File: src/verilog/dacc_params.svh
`ifndef DACC_PARAMS_SVH
`define DACC_PARAMS_SVH
// register addresses on the peripheral bus
`define DACC_ADDR_CLKEN 20'hf007a
`define DACC_ADDR_VAL0 20'hfff34
`define DACC_ADDR_VAL1 20'hfff35
`define DACC_ADDR_MODE 20'hfff36
// field positions
`define DACC_GATE_BIT 7
`define DACC_ON0_BIT 4
`define DACC_ON1_BIT 5
`define DACC_TRIG0_BIT 0
`define DACC_TRIG1_BIT 1
// reset values
`define DACC_REG_RST 8'h00
// timing
`define DACC_SETTLE_NS 1000
`define DACC_CLK_NS 10
`define DACC_SETTLE_CYC ((`DACC_SETTLE_NS) / (`DACC_CLK_NS))
`define DACC_TRIG_DELAY 3
`define DACC_TRIG_GUARD 3
`endif

File: src/verilog/dacc_pkg.sv
package dacc_pkg;
    typedef struct packed {
        logic wr;
        logic rd;
        logic [19:0] addr;
        logic [7:0] wdata;
    } dacc_bus_t;
    typedef enum logic [1:0] {
        DACC_IDLE,
        DACC_WAIT,
        DACC_SETTLE
    } dacc_state_t;
endpackage

File: src/verilog/dacc_channel.sv
`include "dacc_params.svh"
// one converter channel: latch timing, settling counter, trigger guard
module dacc_channel
    import dacc_pkg::*;
(
    // clock and reset
    input wire logic clk,
    input wire logic reset,
    // control from registers
    input wire logic convOn,
    input wire logic trigMode,
    input wire logic [7:0] value,
    input wire logic valueWr,
    input wire logic onRise,
    // event trigger, same clock
    input wire logic trigger,
    // results
    output logic [7:0] latchOut,
    output logic outValid
);
    localparam int SETTLE = (`DACC_SETTLE_CYC < 1) ? 1 : `DACC_SETTLE_CYC;
    logic [15:0] settleCnt_r;
    logic [1:0] guardCnt_r;
    logic [1:0] delayCnt_r;
    logic trigPend_r;
    logic wrDly_r;
    logic accept;
    logic loadNow;
    logic rtActive;

    assign rtActive = trigMode && convOn;
    // accepted trigger: not inside guard window of an earlier one
    assign accept = rtActive && trigger && (guardCnt_r == 2'h0);
    // latch loads when delayed write completes outside trigger mode, or when delayed trigger completes
    assign loadNow = (!rtActive && wrDly_r) || (trigPend_r && delayCnt_r == 2'h1);

    // write reaches latch one cycle later
    always_ff @(posedge clk) begin
        if (reset) begin
            wrDly_r <= 1'b0;
        end else begin
            wrDly_r <= valueWr;
        end
    end

    // trigger guard window of three cycles
    always_ff @(posedge clk) begin
        if (reset) begin
            guardCnt_r <= 2'h0;
        end else if (accept) begin
            guardCnt_r <= 2'(`DACC_TRIG_GUARD);
        end else if (guardCnt_r != 2'h0) begin
            guardCnt_r <= guardCnt_r - 2'h1;
        end
    end

    // trigger-to-latch delay of three cycles
    always_ff @(posedge clk) begin
        if (reset) begin
            trigPend_r <= 1'b0;
            delayCnt_r <= 2'h0;
        end else if (accept) begin
            trigPend_r <= 1'b1;
            delayCnt_r <= 2'(`DACC_TRIG_DELAY);
        end else if (trigPend_r) begin
            delayCnt_r <= delayCnt_r - 2'h1;
            if (delayCnt_r == 2'h1) begin
                trigPend_r <= 1'b0;
            end
        end
    end

    // output data latch holds last result
    always_ff @(posedge clk) begin
        if (reset) begin
            latchOut <= `DACC_REG_RST;
        end else if (loadNow) begin
            latchOut <= value;
        end
    end

    // settling down-counter, restarted by every new conversion
    always_ff @(posedge clk) begin
        if (reset) begin
            settleCnt_r <= 16'h0000;
        end else if (!convOn) begin
            settleCnt_r <= 16'h0000;
        end else if (onRise || (loadNow && (wrDly_r || trigPend_r))) begin
            settleCnt_r <= 16'(SETTLE);
        end else if (settleCnt_r != 16'h0000) begin
            settleCnt_r <= settleCnt_r - 16'h0001;
        end
    end

    assign outValid = convOn && (settleCnt_r == 16'h0000) && !onRise;

    a_guard_window: assert property (@(posedge clk) disable iff (reset)
        accept |=> !accept [*3])
        else $error("trigger accepted inside guard window");
    a_trig_latch: assert property (@(posedge clk) disable iff (reset)
        accept |-> ##4 (latchOut == $past(value)))
        else $error("latch not loaded three cycles after trigger");
    a_write_latch: assert property (@(posedge clk) disable iff (reset)
        (valueWr && !rtActive) |=> ##1 (latchOut == $past(value)) || rtActive)
        else $error("write did not reach latch one cycle later");
    a_settle_restart: assert property (@(posedge clk) disable iff (reset)
        (convOn && onRise) |=> !outValid)
        else $error("output valid right after enable");
endmodule

File: src/verilog/dacc_top.sv
`include "dacc_params.svh"
module dacc_top
    import dacc_pkg::*;
(
    // clock and reset
    input wire logic clk,
    input wire logic reset,
    // peripheral bus
    input wire dacc_bus_t bus,
    output logic [7:0] rdata,
    // event triggers, same clock
    input wire logic eventTriggerCh0,
    input wire logic eventTriggerCh1,
    // output data latches to the ladders, and their output valid flags
    output logic [7:0] analogOutputPin0,
    output logic [7:0] analogOutputPin1,
    output logic outValid0,
    output logic outValid1
);
    logic [7:0] peripheralClockEnable_r;
    logic [7:0] converterModeControl_r;
    logic [7:0] channelOutputValue0_r;
    logic [7:0] channelOutputValue1_r;
    logic [1:0] onPrev_r;
    logic gate;
    logic blockReset;
    logic wrMode;
    logic wrVal0;
    logic wrVal1;
    logic [1:0] convOn;
    logic [1:0] trigMode;

    assign gate = peripheralClockEnable_r[`DACC_GATE_BIT];
    assign blockReset = reset || !gate;
    assign wrMode = bus.wr && gate && bus.addr == `DACC_ADDR_MODE;
    assign wrVal0 = bus.wr && gate && bus.addr == `DACC_ADDR_VAL0;
    assign wrVal1 = bus.wr && gate && bus.addr == `DACC_ADDR_VAL1;
    assign convOn = {converterModeControl_r[`DACC_ON1_BIT],
                     converterModeControl_r[`DACC_ON0_BIT]};
    assign trigMode = {converterModeControl_r[`DACC_TRIG1_BIT],
                       converterModeControl_r[`DACC_TRIG0_BIT]};

    // peripheral clock enable register, system reset only
    always_ff @(posedge clk) begin
        if (reset) begin
            peripheralClockEnable_r <= `DACC_REG_RST;
        end else if (bus.wr && bus.addr == `DACC_ADDR_CLKEN) begin
            peripheralClockEnable_r <= bus.wdata;
        end
    end

    // mode register, only defined bits kept
    always_ff @(posedge clk) begin
        if (blockReset) begin
            converterModeControl_r <= `DACC_REG_RST;
        end else if (wrMode) begin
            converterModeControl_r <= bus.wdata & 8'h33;
        end
    end

    // channel value registers
    always_ff @(posedge clk) begin
        if (blockReset) begin
            channelOutputValue0_r <= `DACC_REG_RST;
            channelOutputValue1_r <= `DACC_REG_RST;
        end else begin
            if (wrVal0) begin
                channelOutputValue0_r <= bus.wdata;
            end
            if (wrVal1) begin
                channelOutputValue1_r <= bus.wdata;
            end
        end
    end

    // on-bit edge history for settling restart
    always_ff @(posedge clk) begin
        if (blockReset) begin
            onPrev_r <= 2'h0;
        end else begin
            onPrev_r <= convOn;
        end
    end

    // read data register; gated block reads defaults
    always_ff @(posedge clk) begin
        if (reset) begin
            rdata <= 8'h00;
        end else if (bus.rd) begin
            unique case (bus.addr)
                `DACC_ADDR_CLKEN: rdata <= peripheralClockEnable_r;
                `DACC_ADDR_MODE: rdata <= converterModeControl_r;
                `DACC_ADDR_VAL0: rdata <= channelOutputValue0_r;
                `DACC_ADDR_VAL1: rdata <= channelOutputValue1_r;
                default: rdata <= 8'h00;
            endcase
        end
    end

    // channel 0
    dacc_channel u_ch0 (
        .clk(clk),
        .reset(blockReset),
        .convOn(convOn[0]),
        .trigMode(trigMode[0]),
        .value(channelOutputValue0_r),
        .valueWr(wrVal0),
        .onRise(convOn[0] && !onPrev_r[0]),
        .trigger(eventTriggerCh0),
        .latchOut(analogOutputPin0),
        .outValid(outValid0)
    );

    // channel 1
    dacc_channel u_ch1 (
        .clk(clk),
        .reset(blockReset),
        .convOn(convOn[1]),
        .trigMode(trigMode[1]),
        .value(channelOutputValue1_r),
        .valueWr(wrVal1),
        .onRise(convOn[1] && !onPrev_r[1]),
        .trigger(eventTriggerCh1),
        .latchOut(analogOutputPin1),
        .outValid(outValid1)
    );

    a_gate_clears: assert property (@(posedge clk) disable iff (reset)
        !gate |=> converterModeControl_r == 8'h00 && channelOutputValue0_r == 8'h00)
        else $error("registers not cleared while gated");
    a_gated_write: assert property (@(posedge clk) disable iff (reset)
        (!gate && bus.wr && bus.addr == `DACC_ADDR_MODE) |=> converterModeControl_r == 8'h00)
        else $error("gated write took effect");
    a_mode_zeros: assert property (@(posedge clk) disable iff (reset)
        (converterModeControl_r & 8'hcc) == 8'h00)
        else $error("reserved mode bits set");
    a_ungated_write: assert property (@(posedge clk) disable iff (reset)
        wrVal1 |=> channelOutputValue1_r == $past(bus.wdata))
        else $error("value write lost");
endmodule

File: config.mk
export PLATFORM = sky130hd
export DESIGN_NAME = dacc_top
export DESIGN_NICKNAME = d
export VERILOG_FILES = /design/src/verilog/dacc_pkg.sv /design/src/verilog/dacc_channel.sv /design/src/verilog/dacc_top.sv
export VERILOG_INCLUDE_DIRS = /design/src /design/src/verilog
export SDC_FILE = /design/constraint.sdc
export NUM_CORES = 1
export LEC_CHECK = 0
export BUFFER_PORTS_ARGS = -buffer_cell sky130_fd_sc_hd__buf_2
export CAP_MARGIN = 20
export CORE_ASPECT_RATIO = 1.4
export CORE_MARGIN = 1.5
export CORE_UTILIZATION = 45
export CTS_CLUSTER_DIAMETER = 80
export DETAILED_ROUTE_END_ITERATION = 7
export PLACE_DENSITY_LB_ADDON = 0.3
export SYNTH_ARGS = -nofsm -noshare
export SYNTH_HDL_FRONTEND = slang
export SYNTH_SLANG_ARGS = --single-unit
export TNS_END_PERCENT = 10
File: constraint.sdc
create_clock -name clk -period 4.2 [get_ports clk]
set_clock_uncertainty 0.1 [all_clocks]
set_input_delay 0.42 -clock clk [delete_from_list [all_inputs] [get_ports clk]]
set_output_delay 0.42 -clock clk [all_outputs]
set_load 0.005 [all_outputs]
After elaboration in Yosys (flattened, before gate mapping)
Cells that the tools add are included.

word-level totals
  logic and storage cells = 108
  register bits = 98

cells by class
  bitwise logic cells = 2
  reductions and logical operators = 55
  equal/unequal tests = 6
  muxes and demuxes = 19
  add/subtract/negate cells = 6

operators by type and width
  operator                                                               number
  20-bit == test (second input constant)                                 4
  16-bit zero test                                                       2
  8-bit one-hot mux with 4 select lines                                  1
  16-bit nonzero test                                                    2
  16-bit by 1-bit subtractor with 16-bit output (second input constant)  2
  7-bit two-way mux                                                      4
  1-bit logical AND                                                      23
  2-bit two-way mux                                                      8
  2-bit nonzero test                                                     8
  2-bit by 1-bit subtractor with 2-bit output (second input constant)    4
  1-bit zero test                                                        7
  1-bit logical OR                                                       7
  1-bit two-way mux                                                      6
  3-bit OR reduction                                                     2
  2-bit by 1-bit == test with 1-bit output (second input constant)       2
  2-bit zero test                                                        2
  2-bit OR reduction                                                     2
  1-bit NOT                                                              2

Depth between registers and ports, before layout
Gate-level depths: netlist of the first run.

  word-level depth = 7
  depth in mapped cells = 8
  mapped depth without buffers = 7

Hierarchy
A second synthesis of the first run with hierarchy kept.

unflattened totals
  cell total of the unflattened synthesis = 492
  area total of the unflattened synthesis = 4475.5 um^2

modules (own cells, without submodules)
  module        seq. area each (um^2)  times used  cells an instance  area each (um^2)
  dacc_channel  600.6                  2           158                1400.1
  dacc_top      760.7                  1           176                1675.4

Worst setup path after synthesis of the first run
Ideal clock, no wire load.

  kind = input port to flip-flop
  from = input port bus[15] (netlist name)
  to = register channelOutputValue1_r[0]
  library setup time = 0.128 ns
  path slack = 1.999 ns
  required time = 3.972 ns
  arrival = 1.973 ns
  stages = 7
  path through = nand3b_1 > or4_1 > clkbuf_1 > nor4_1 > buf_2 > mux2i_1 > nor2_1

on the way
  longest elaborated chain between the ends = 2

RTL lines
  element                             line            RTL
  start: declaration                  dacc_top.sv:9   input wire dacc_bus_t bus,
  20-bit == test                      --
  1-bit logical AND (no source line)  --
  end signal: assignment              dacc_top.sv:65  channelOutputValue1_r <= `DACC_REG_RST;
  end signal: assignment              dacc_top.sv:71  channelOutputValue1_r <= bus.wdata;
  end: declaration                    dacc_top.sv:23  logic [7:0] channelOutputValue1_r;

No other way between the ends.
A chain may end at the register's enable or synchronous reset.

Worst setup path in the final report of the first run
  from = register u_ch0.settleCnt_r[6]
  to = output port outValid0

on the way
  longest elaborated chain between the ends = 3

RTL lines
  element                          line                RTL
  start: declaration               dacc_channel.sv:22  logic [15:0] settleCnt_r;
  start signal: assignment         dacc_channel.sv:89  settleCnt_r <= 16'(SETTLE);
  start signal: assignment         dacc_channel.sv:91  settleCnt_r <= settleCnt_r - 16'h0001;
  16-bit zero test                 dacc_channel.sv:95  assign outValid = convOn && (settleCnt_r == 16'h0000) && !onRise;
  1-bit logical AND (2 in series)  dacc_channel.sv:95
  end: declaration                 dacc_top.sv:17      output logic outValid0,

No other way between the ends.

==> results.md, run 1 <==
* Cts bufs inserted at 9
* Area Growth Syn to Fin at 14.6%
* H-tree lvl count at 3
* Crit path largest cell delay at about 0.55 ns
* Worst R2R Path Depth at 5
* Overall via count from detail_route at between 3000 and 4000
* CTS resizes at 0
* Hpwl dp at approximately 7100 um
* Rows at 42
* CTS Hold Buffers Added at 0
* Slew of the pin with the lowest slew margin at 0.646 ns
* Commonest cells in the netlist: dfxtp_1 (98), nor2_1 (82), mux2i_1 (43)
* PD cells at ~340 mW/mm^2
* Crit-path slowest cell: or4_1
* Die footprint at approximately 0.01 mm^2
* Initial antenna violation count at 0
* Worst skew pair latency at approximately 0.34 ns
* Required @ worst endpoint at 3.68 ns
* Post-synthesis cell count at between 400 and 500
* Post-Place Cell Area at ~0.0047 mm^2
* Final max-slew violation count at 0
* R2R setup slack at 1.80 ns
* Final setup TNS at 0 ns
* Max-capacitance violation count at 0
* Crit start category: flop
* Synth top area share at 0.451
* Fillers at 857
* Clock Path Buffers at 2
* # DRC at 0
* GPL Wtd Cong at approximately 0.95
* Port bufs at 59
* Post-CTS Setup Inserts at 0
* CP Max Fanout at 12
* Cell Area, Synth at 0.00435 mm^2
* Vias in the first global route at 3483
* FF-to-FF Start: u_ch0.settleCnt_r[6]
* Largest net degree at the start of global routing at 48
* Fin nets at between 500 and 600
* Remaining global-route overflow at 0
* Worst vdd ir at between 0.2 and 0.25 mV
* Final Cell Area at 0.00499 mm^2
* Total track usage at 0.202
* Warnings from Yosys at 0
* Crit. End Element: output port
* Global-route wire length before repair at roughly 16000 um
* Yosys top cell by area: dfxtp_1
* CTS Sinks at 98
* Crit path time final at roughly 3.0 ns
* Layout cell share with drive strength beyond 1 at 0.169
* Synthesized area per cell at 8.95 um^2
* Initial core utilization at 0.463
* Cell Chain, Critical Path: or4_1 > nand4bb_1 > or2_2 > nor2_1 > buf_2
* Drt wl/cell at about 15 um
* Core Box Area at around 0.0094 mm^2
* HP Class: input port to flop
* Hold Vio Cnt, Final at 0
* DIE HEIGHT at around 120 um
* Final core occ at 0.530
* ANT nets after route at 0
* Critical Path AT at ~2.5 ns
* Fin crit share at 0.711
* Worst flop-to-flop path endpoint: u_ch0.settleCnt_r[4]
* CP Class: flop to output port
* 1st-iter DRT viols at 178
* Count of unique library cells instantiated by Yosys at 48
* Leak at around 1.9 nW
* Synth Flop Type: dfxtp_1
* Flops & latches, synth at between 90 and 100
* Ports at 60
* Crit path from: u_ch0.settleCnt_r[6]
* Ranking of synthesized cells by area: dfxtp_1 (45%), mux2i_1 (9.9%), nor2_1 (7.1%)
* RSZ-0062 raised after global routing: false
* Fmax at around 0.33 GHz
* DR pass1 iterations at 4
* Async S/R FF share, synth at 0
* Top delay family on crit path: simple AND/OR/NAND/NOR gates
* Status: completed
* Slew Limit Headroom at 0.566
* Root Driver: clkbuf_16
* Sequential share of the synthesized area at 0.451
* Post-synth EDFFs at 0
* CTS tree: done
* CP endpoint: outValid0
* Stages on worst setup path at 5
* Die width at roughly 86 um
* Most common cell in the netlist: dfxtp_1
* Mapped Nets at 528
* Final setup vio count at 0
* CP Buf/Inv Count at 1
* Worst-path clk slew at roughly 0.06 ns
* # diodes at 0
* Mean number of vias per cell at approximately 5.5
* Post-Route WL at 9810 um
==> per-stage QoR <==
step                      hold slack [ns]  setup slack, ns  total power [mW]  cells
after floorplan                     0.327             2.00             0.962    486
after global placement              0.340             1.63             0.986    634
after detailed placement            0.343             1.59             0.987    634
after CTS                           0.257             1.21              1.73    648
after global routing                0.285             1.03              1.77    648
final                               0.264             1.21              1.72    648
==> worst min-delay path by stage <==
stage | startpoint | to | slack [ns] | depth (start not counted)
2_1_floorplan | peripheralClockEnable_r[2] | peripheralClockEnable_r[2] | 0.33 | 2
3_3_place_gp | peripheralClockEnable_r[3] | peripheralClockEnable_r[3] | 0.34 | 2
3_5_place_dp | peripheralClockEnable_r[2] | peripheralClockEnable_r[2] | 0.34 | 2
4_1_cts | bus[7] | peripheralClockEnable_r[7] | 0.26 | 3
5_1_grt | bus[6] | peripheralClockEnable_r[6] | 0.28 | 3
6_report | bus[7] | peripheralClockEnable_r[7] | 0.26 | 3
==> placed cells by master, fill, tap and decap left out, types with 2 or more instances in the layout <==
cell type / n
a221oi_1: 4
nor4_1: 8
xnor2_1: 14
nand3b_1: 3
and3_1: 4
nand4bb_1: 2
a2111oi_0: 2
or2_2: 2
nand4_1: 8
ha_1: 8
nand4b_1: 2
nor2_1: 82
or3_1: 4
clkinv_4: 2
inv_1: 15
o31ai_1: 2
nand2b_1: 6
dfxtp_1: 98
nor3_1: 6
xor2_1: 10
a21oi_1: 33
nand3_1: 19
nand2_1: 32
o211ai_1: 2
or4_1: 3
nor4b_1: 2
a31oi_1: 2
nor2b_1: 6
a211oi_1: 12
clkbuf_16: 9
o21ai_0: 6
buf_4: 3
mux2_2: 5
nor3b_1: 2
buf_2: 59
mux2i_1: 43
nor4_2: 3
==> per-layer routing <==
metal / up-vias / routed length [um] / global-route usage
met5: - / 0 / 0
met4: 0 / 320 / 0.109
met3: 26 / 383 / 0.0319
met2: 101 / 5070 / 0.359
met1: 1643 / 4040 / 0.227
li1: 1795 / - / -
==> layout make-up <==
class                           instances  area, um^2  share of cell area
Inverter                               15        56.3              0.0113
Clock inverter                          4        30.0             0.00602
Clock buffer                           10         239              0.0479
Timing Repair Buffer                   62         318              0.0637
Tap cell                              110         138              0.0276
Sequential cell                        98        1960               0.393
Multi-Input combinational cell        349        2250               0.450
==> state kept, by name, indices dropped and copies added (netlist names), 4 cells and up <==
register / count
channelOutputValue0_r: 8
channelOutputValue1_r: 8
converterModeControl_r: 4
peripheralClockEnable_r: 8
rdata: 8
u_ch0.latchOut: 8
u_ch0.settleCnt_r: 16
u_ch1.latchOut: 8
u_ch1.settleCnt_r: 16
==> tightest hold or removal path, stage by stage <==
cell and delay [ns]:
buf_2 0.12, nand3_1 0.06, a21oi_1 0.06
==> logic make-up (layout without fill, tap and decap cells) <==
family / after synthesis / after routing / share of synthesized area
xor gates and xnor gates: 24 / 24 / 0.0483
DFF: 98 / 98 / 0.451
muxes: 48 / 48 / 0.112
and+or+nand+nor: 202 / 202 / 0.236
buffers and inverters: 39 / 91 / 0.0345
adders and majority gates: 8 / 8 / 0.0230
AOI/OAI and AO/OA: 67 / 67 / 0.0952
==> power by group <==
group          switching [mW]  internal, mW
Combinational          0.0218        0.0153
Sequential       0.0000000329         0.929
Clock                   0.339         0.412
(Power assumes the default switching activity.)
==> inputs of run 2 (changes only) <==
Clock period 4.2 ns to 2.9 ns, I/O delays scaled along.
==> run 2 against run 1 <==
Net effect: clock power grew 51%; critical path depth stayed put; utilization grew 0.44 points; flip-flop and latch count stayed put; global-route usage decreased by 0.77 points; final cell count up 0.77%; die area unchanged; clock-buffer cell count is the same; combinational power up 45%; largest cell class unchanged; non-clock buffer count is 3 higher; sequential share of layout area decreased by 0.32 points.
==> results.md, run 2 (same netlist as run 1, synthesis figures left out) <==
* Status: completed
* Ports at 60
* Flip-flop and latch area at between 0.0015 and 0.002 mm^2
* Area Growth Syn to Fin at 15.6%
* H-tree lvl count at 3
* Slew of the pin with the lowest slew margin at 0.576 ns
* Clock Path Buffers at 2
* 1st-iter DRT viols at 158
* Post-Route WL at 9590 um
* Psw at around 540 uW
* Final max-slew violation count at 0
* Remaining global-route overflow at 0
* CP Class: flop to output port
* Final core occ at 0.535
* Final setup vio count at 0
* Largest net degree at the start of global routing at 47
* Required @ worst endpoint at between 2 and 3 ns
* R2R setup slack at between 0.6 and 0.7 ns
* # DRC at 0
* Final hold slack at 0.142 ns
* Setup slack after layout at between 0.4 and 0.5 ns
* DR pass1 iterations at 4
* Placed Instances at between 600 and 700
* Worst-path clk slew at roughly 0.070 ns
* Dpl ws at slightly above 0.6 ns
* Global-route wire length before repair at ~16000 um
* Rows at 42
* HP Class: input port to flop
* Mean number of vias per cell at about 5.6
* Vias in the first global route at 3486
* Fmax at roughly 0.4 GHz
* Post-route insts no fill at around 650
* Clock power frac at 0.446
* Worst skew pair latency at 0.34 ns
* ANT nets after route at 0
* Cts bufs inserted at 9
* Die width at between 80 and 90 um
* Fillers at between 800 and 900
* CTS Sinks at 98
* Slew Limit Headroom at 0.606
* Post-CTS Setup Inserts at 0
* # diodes at 0
* Fin crit share at 0.861
* Hpwl dp at roughly 7000 um
* Largest registers: u_ch0.settleCnt_r x16, u_ch1.settleCnt_r x16
* Drt wl/cell at roughly 15 um
* Leak at 1.90 nW
* CTS Hold Buffers Added at 0
* Die footprint at roughly 0.010 mm^2
* Comb pwr share at 0.021
* Crit path time final at between 2 and 2.5 ns
* Initial antenna violation count at 0
* Critical Path AT at about 2.1 ns
* Multi-input gate area at 0.00225 mm^2
* Crit start category: flop
* Worst vdd ir at 0.466 mV
* PD cells at about 500 mW/mm^2
* Crit. End Element: output port
* RSZ-0062 raised after global routing: false
* CTS resizes at 0
* Most frequent cells in the layout: dfxtp_1 (98), nor2_1 (82), buf_2 (59)
* Root Driver: clkbuf_16
* Hold Vio Cnt, Final at 0
* Int Pwr at approximately 2.0 mW
* Overall via count from detail_route at between 3000 and 4000
* Core Box Area at about 0.0094 mm^2
* Port bufs at 59
* Total track usage at 0.194
* Fin nets at 580
* GPL Wtd Cong at between 0.9 and 1
* Sequential share of power at 0.533
* Initial core utilization at 0.463
* Switch share at 0.216
* Max-capacitance violation count at 0
* Layout cell share with drive strength beyond 1 at 0.177
* CTS tree: done
* Commonest non-fill, non-tap cell in the layout: dfxtp_1
* CP Max Fanout at 7
* DIE HEIGHT at 119 um
* Final setup TNS at 0 ns
==> run 2: changes by cell type in the layout (fill, tap and decap cells not counted) <==
cell	delta
clkinv_4	-1
clkinvlp_4	+1
buf_4	+3
inv_8	+1
inv_6	+1
==> run 2: power by group through the flow <==
| stage | combinational (mW) | sequential (mW) | clock [mW] |
|---|---|---|---|
| 4_1_cts | 0.0533 | 1.34 | 1.15 |
| 5_1_grt | 0.0577 | 1.34 | 1.21 |
| 3_5_place_dp | 0.0530 | 1.38 | 0 |
| 2_1_floorplan | 0.0179 | 1.38 | 0 |
| 6_report | 0.0535 | 1.34 | 1.13 |
| 3_3_place_gp | 0.0523 | 1.38 | 0 |
==> run 2: per-stage QoR <==
| step | instance area [um^2] | power, mW |
|---|---|---|
| finish | 5030 | 2.53 |
| global route | 5030 | 2.62 |
| CTS | 5030 | 2.55 |
| detailed placement | 4740 | 1.43 |
| global placement | 4740 | 1.43 |
| floorplan | 4350 | 1.39 |
==> run 2: worst max-delay path, cell delays in order (launching register included) <==
cell       delay (ns)
dfxtp_1          0.33
or4_1            0.57
nand4bb_1        0.24
or2_2            0.39
nor2_1           0.12
buf_2            0.12
==> run 2: path summary, 6_finish.rpt <==
path | startpoint | end | cells past startpoint
max reg2reg | u_ch1.settleCnt_r[7] | u_ch1.settleCnt_r[14] | 5
min reg2reg | peripheralClockEnable_r[6] | peripheralClockEnable_r[6] | 2
min | bus[7] | peripheralClockEnable_r[7] | 3
max | u_ch0.settleCnt_r[6] | outValid0 | 5
==> run 2: metal layers <==
metal  GRT usage  up-vias  part of all wire  wire (um)
li1            -     1815                 -          -
met1       0.220     1707              0.40       3880
met2       0.338       96              0.52       5010
met3      0.0326       29             0.037        354
met4       0.113        0             0.036        346
met5           0        -                 0          0
==> run 2: area by class of cell <==
class	count	area share
Multi-Input combinational cell	349	0.447
Sequential cell	98	0.390
Timing Repair Buffer	65	0.0677
Clock buffer	10	0.0475
Tap cell	110	0.0274
Inverter	15	0.0112
Clock inverter	6	0.00970
==> inputs of run 3 (changes only) <==
Settings changed: CTS_BUF_LIST set to sky130_fd_sc_hd__clkbuf_4, GPL_ROUTABILITY_DRIVEN set to 0.
==> run 3 against run 2 <==
Net effect: cell area is 2.0% lower; sequential power hardly changed; via count is 1.5% lower; global-route usage is 0.084 points higher; setup slack worse by 0.14 ns; fmax is 5.5% lower; sequential share of layout area is 0.80 points higher; total power is 15% lower; flip-flop and latch count stayed put; clock power is 34% lower; hold slack worse by 0.12 ns; non-clock buffer count is 3 higher; highest routed layer unchanged.
==> results.md, run 3 (same netlist as run 1, synthesis figures left out) <==
* Status: completed
* H-tree lvl count at 3
* Overall via count from detail_route at 3594
* Required @ worst endpoint at between 2 and 3 ns
* Largest net degree at the start of global routing at 47
* 1st-iter DRT viols at 213
* Worst-path clk slew at 0.16 ns
* Ports at 60
* Commonest non-fill, non-tap cell in the layout: dfxtp_1
* R2R setup slack at 0.65 ns
* Crit. End Element: output port
* Mean number of vias per cell at around 5.5
* CP Max Fanout at 8
* Die footprint at ~0.010 mm^2
* WHS Path Cells at 3
* Post-Route WL at between 9000 and 10000 um
* Final setup TNS at 0 ns
* Worst skew pair latency at roughly 0.46 ns
* Crit path time final at roughly 2.6 ns
* Drt wl/cell at between 10 and 15 um
* Cts bufs inserted at 9
* Hold Vio Cnt, Final at 0
* Total track usage at 0.195
* Initial antenna violation count at 1
* Final core occ at 0.524
* Largest registers: u_ch0.settleCnt_r x16, u_ch1.settleCnt_r x16
* Min-delay src: bus[6]
* Area Growth Syn to Fin at 13.3%
* Root Driver: clkbuf_4
* PD cells at between 400 and 500 mW/mm^2
* FF-to-FF Start: u_ch1.settleCnt_r[7]
* Fmax at approximately 0.38 GHz
* Hold Path End: channelOutputValue0_r[6]
* Max-capacitance violation count at 0
* Vias in the first global route at 3519
* Layout cell share with drive strength beyond 1 at 0.174
* Fin crit share at 0.911
* ANT nets after route at 0
* Die width at around 86 um
* Fin nets at about 580
* Post-CTS Setup Inserts at 0
* Worst flop-to-flop path endpoint: u_ch1.settleCnt_r[15]
* Crit start category: flop
* Rows at 42
* Clock Path Buffers at 2
* Critical Path AT at around 2.3 ns
* Final max-slew violation count at 0
* Remaining global-route overflow at 0
* Port bufs at between 50 and 60
* CP Class: flop to output port
* CTS tree: done
* Final setup vio count at 0
* Leak at around 1.9 nW
* HP Class: input port to flop
* Total Power at approximately 2.2 mW
* Worst vdd ir at 0.307 mV
* Most frequent cells in the layout: dfxtp_1 (98), nor2_1 (82), buf_2 (59)
* # DRC at 0
* Slew of the pin with the lowest slew margin at slightly below 0.6 ns
* Core Box Area at 0.00941 mm^2
* DR pass1 iterations at 4
* Hpwl dp at 6950 um
* RSZ-0062 raised after global routing: false
* CTS Sinks at 98
* Worst R2R Path Depth at 5
* Global-route wire length before repair at approximately 16000 um
* Initial core utilization at 0.463
* DIE HEIGHT at ~120 um
* Slew Limit Headroom at 0.602
## run 3: cell types whose count changed in the layout (fill, tap and decap cells not counted), sizes merged
cell and delta:
clkinv -1, diode +1, clkbuf -1, bufinv +1
clkinvlp +1, buf -1, dlygate4sd3 +4
## run 3: how the worst max path moves through the flow
stage                          from                    end  slack, ns  cells after the start
5_1_grt        u_ch1.settleCnt_r[7]              outValid1       0.05                      5
3_5_place_dp                bus[27]               rdata[5]       0.55                      6
3_3_place_gp                bus[27]               rdata[5]       0.54                      6
2_1_floorplan  u_ch1.settleCnt_r[7]  u_ch1.settleCnt_r[15]       0.81                      6
6_report       u_ch1.settleCnt_r[7]              outValid1       0.26                      5
4_1_cts        u_ch1.settleCnt_r[7]              outValid1       0.02                      5
## run 3: timing repair
item	CTS	global route
hold buffers	4	0
hold endpoints to repair	7	0
setup endpoints to repair	0	1
resized for setup	0	1
## run 3: metal layers
metal	share of wire	track usage	vias up
li1	-	-	1817
met1	0.41	0.224	1673
met2	0.52	0.342	84
met3	0.035	0.0312	20
met4	0.031	0.105	0
met5	0	0	-
## run 3: worst max-delay path: stages (launching register included)
cell and delay [ns]:
dfxtp_1 0.37, or4_4 0.57, nor4_4 0.33, nand3_1 0.26
nor2_1 0.14, buf_2 0.12
## run 3: area by class of cell
cell class / instances / area (um^2)
Antenna cell: 1 / 2.50
Clock buffer: 9 / 67.6
Clock inverter: 7 / 75.1
Fill cell: 852 / 4480
Inverter: 15 / 56.3
Multi-Input combinational cell: 349 / 2250
Sequential cell: 98 / 1960
Tap cell: 110 / 138
Timing Repair Buffer: 68 / 373
## run 3: stage by stage
stage | cell area [um^2] | instances | hold WS, ns | worst slack (ns)
floorplan | 4350 | 486 | 0.327 | 0.806
global placement | 4730 | 636 | 0.338 | 0.542
detailed placement | 4730 | 636 | 0.343 | 0.547
CTS | 4920 | 656 | 0.000268 | 0.0191
global route | 4930 | 657 | 0.0257 | 0.0494
finish | 4930 | 657 | 0.0189 | 0.259
## run 3: power breakdown
| group | internal [mW] | switching, mW |
|---|---|---|
| clock | 0.267 | 0.482 |
| sequential | 1.35 | 0.0000000460 |
| combinational | 0.0256 | 0.0319 |
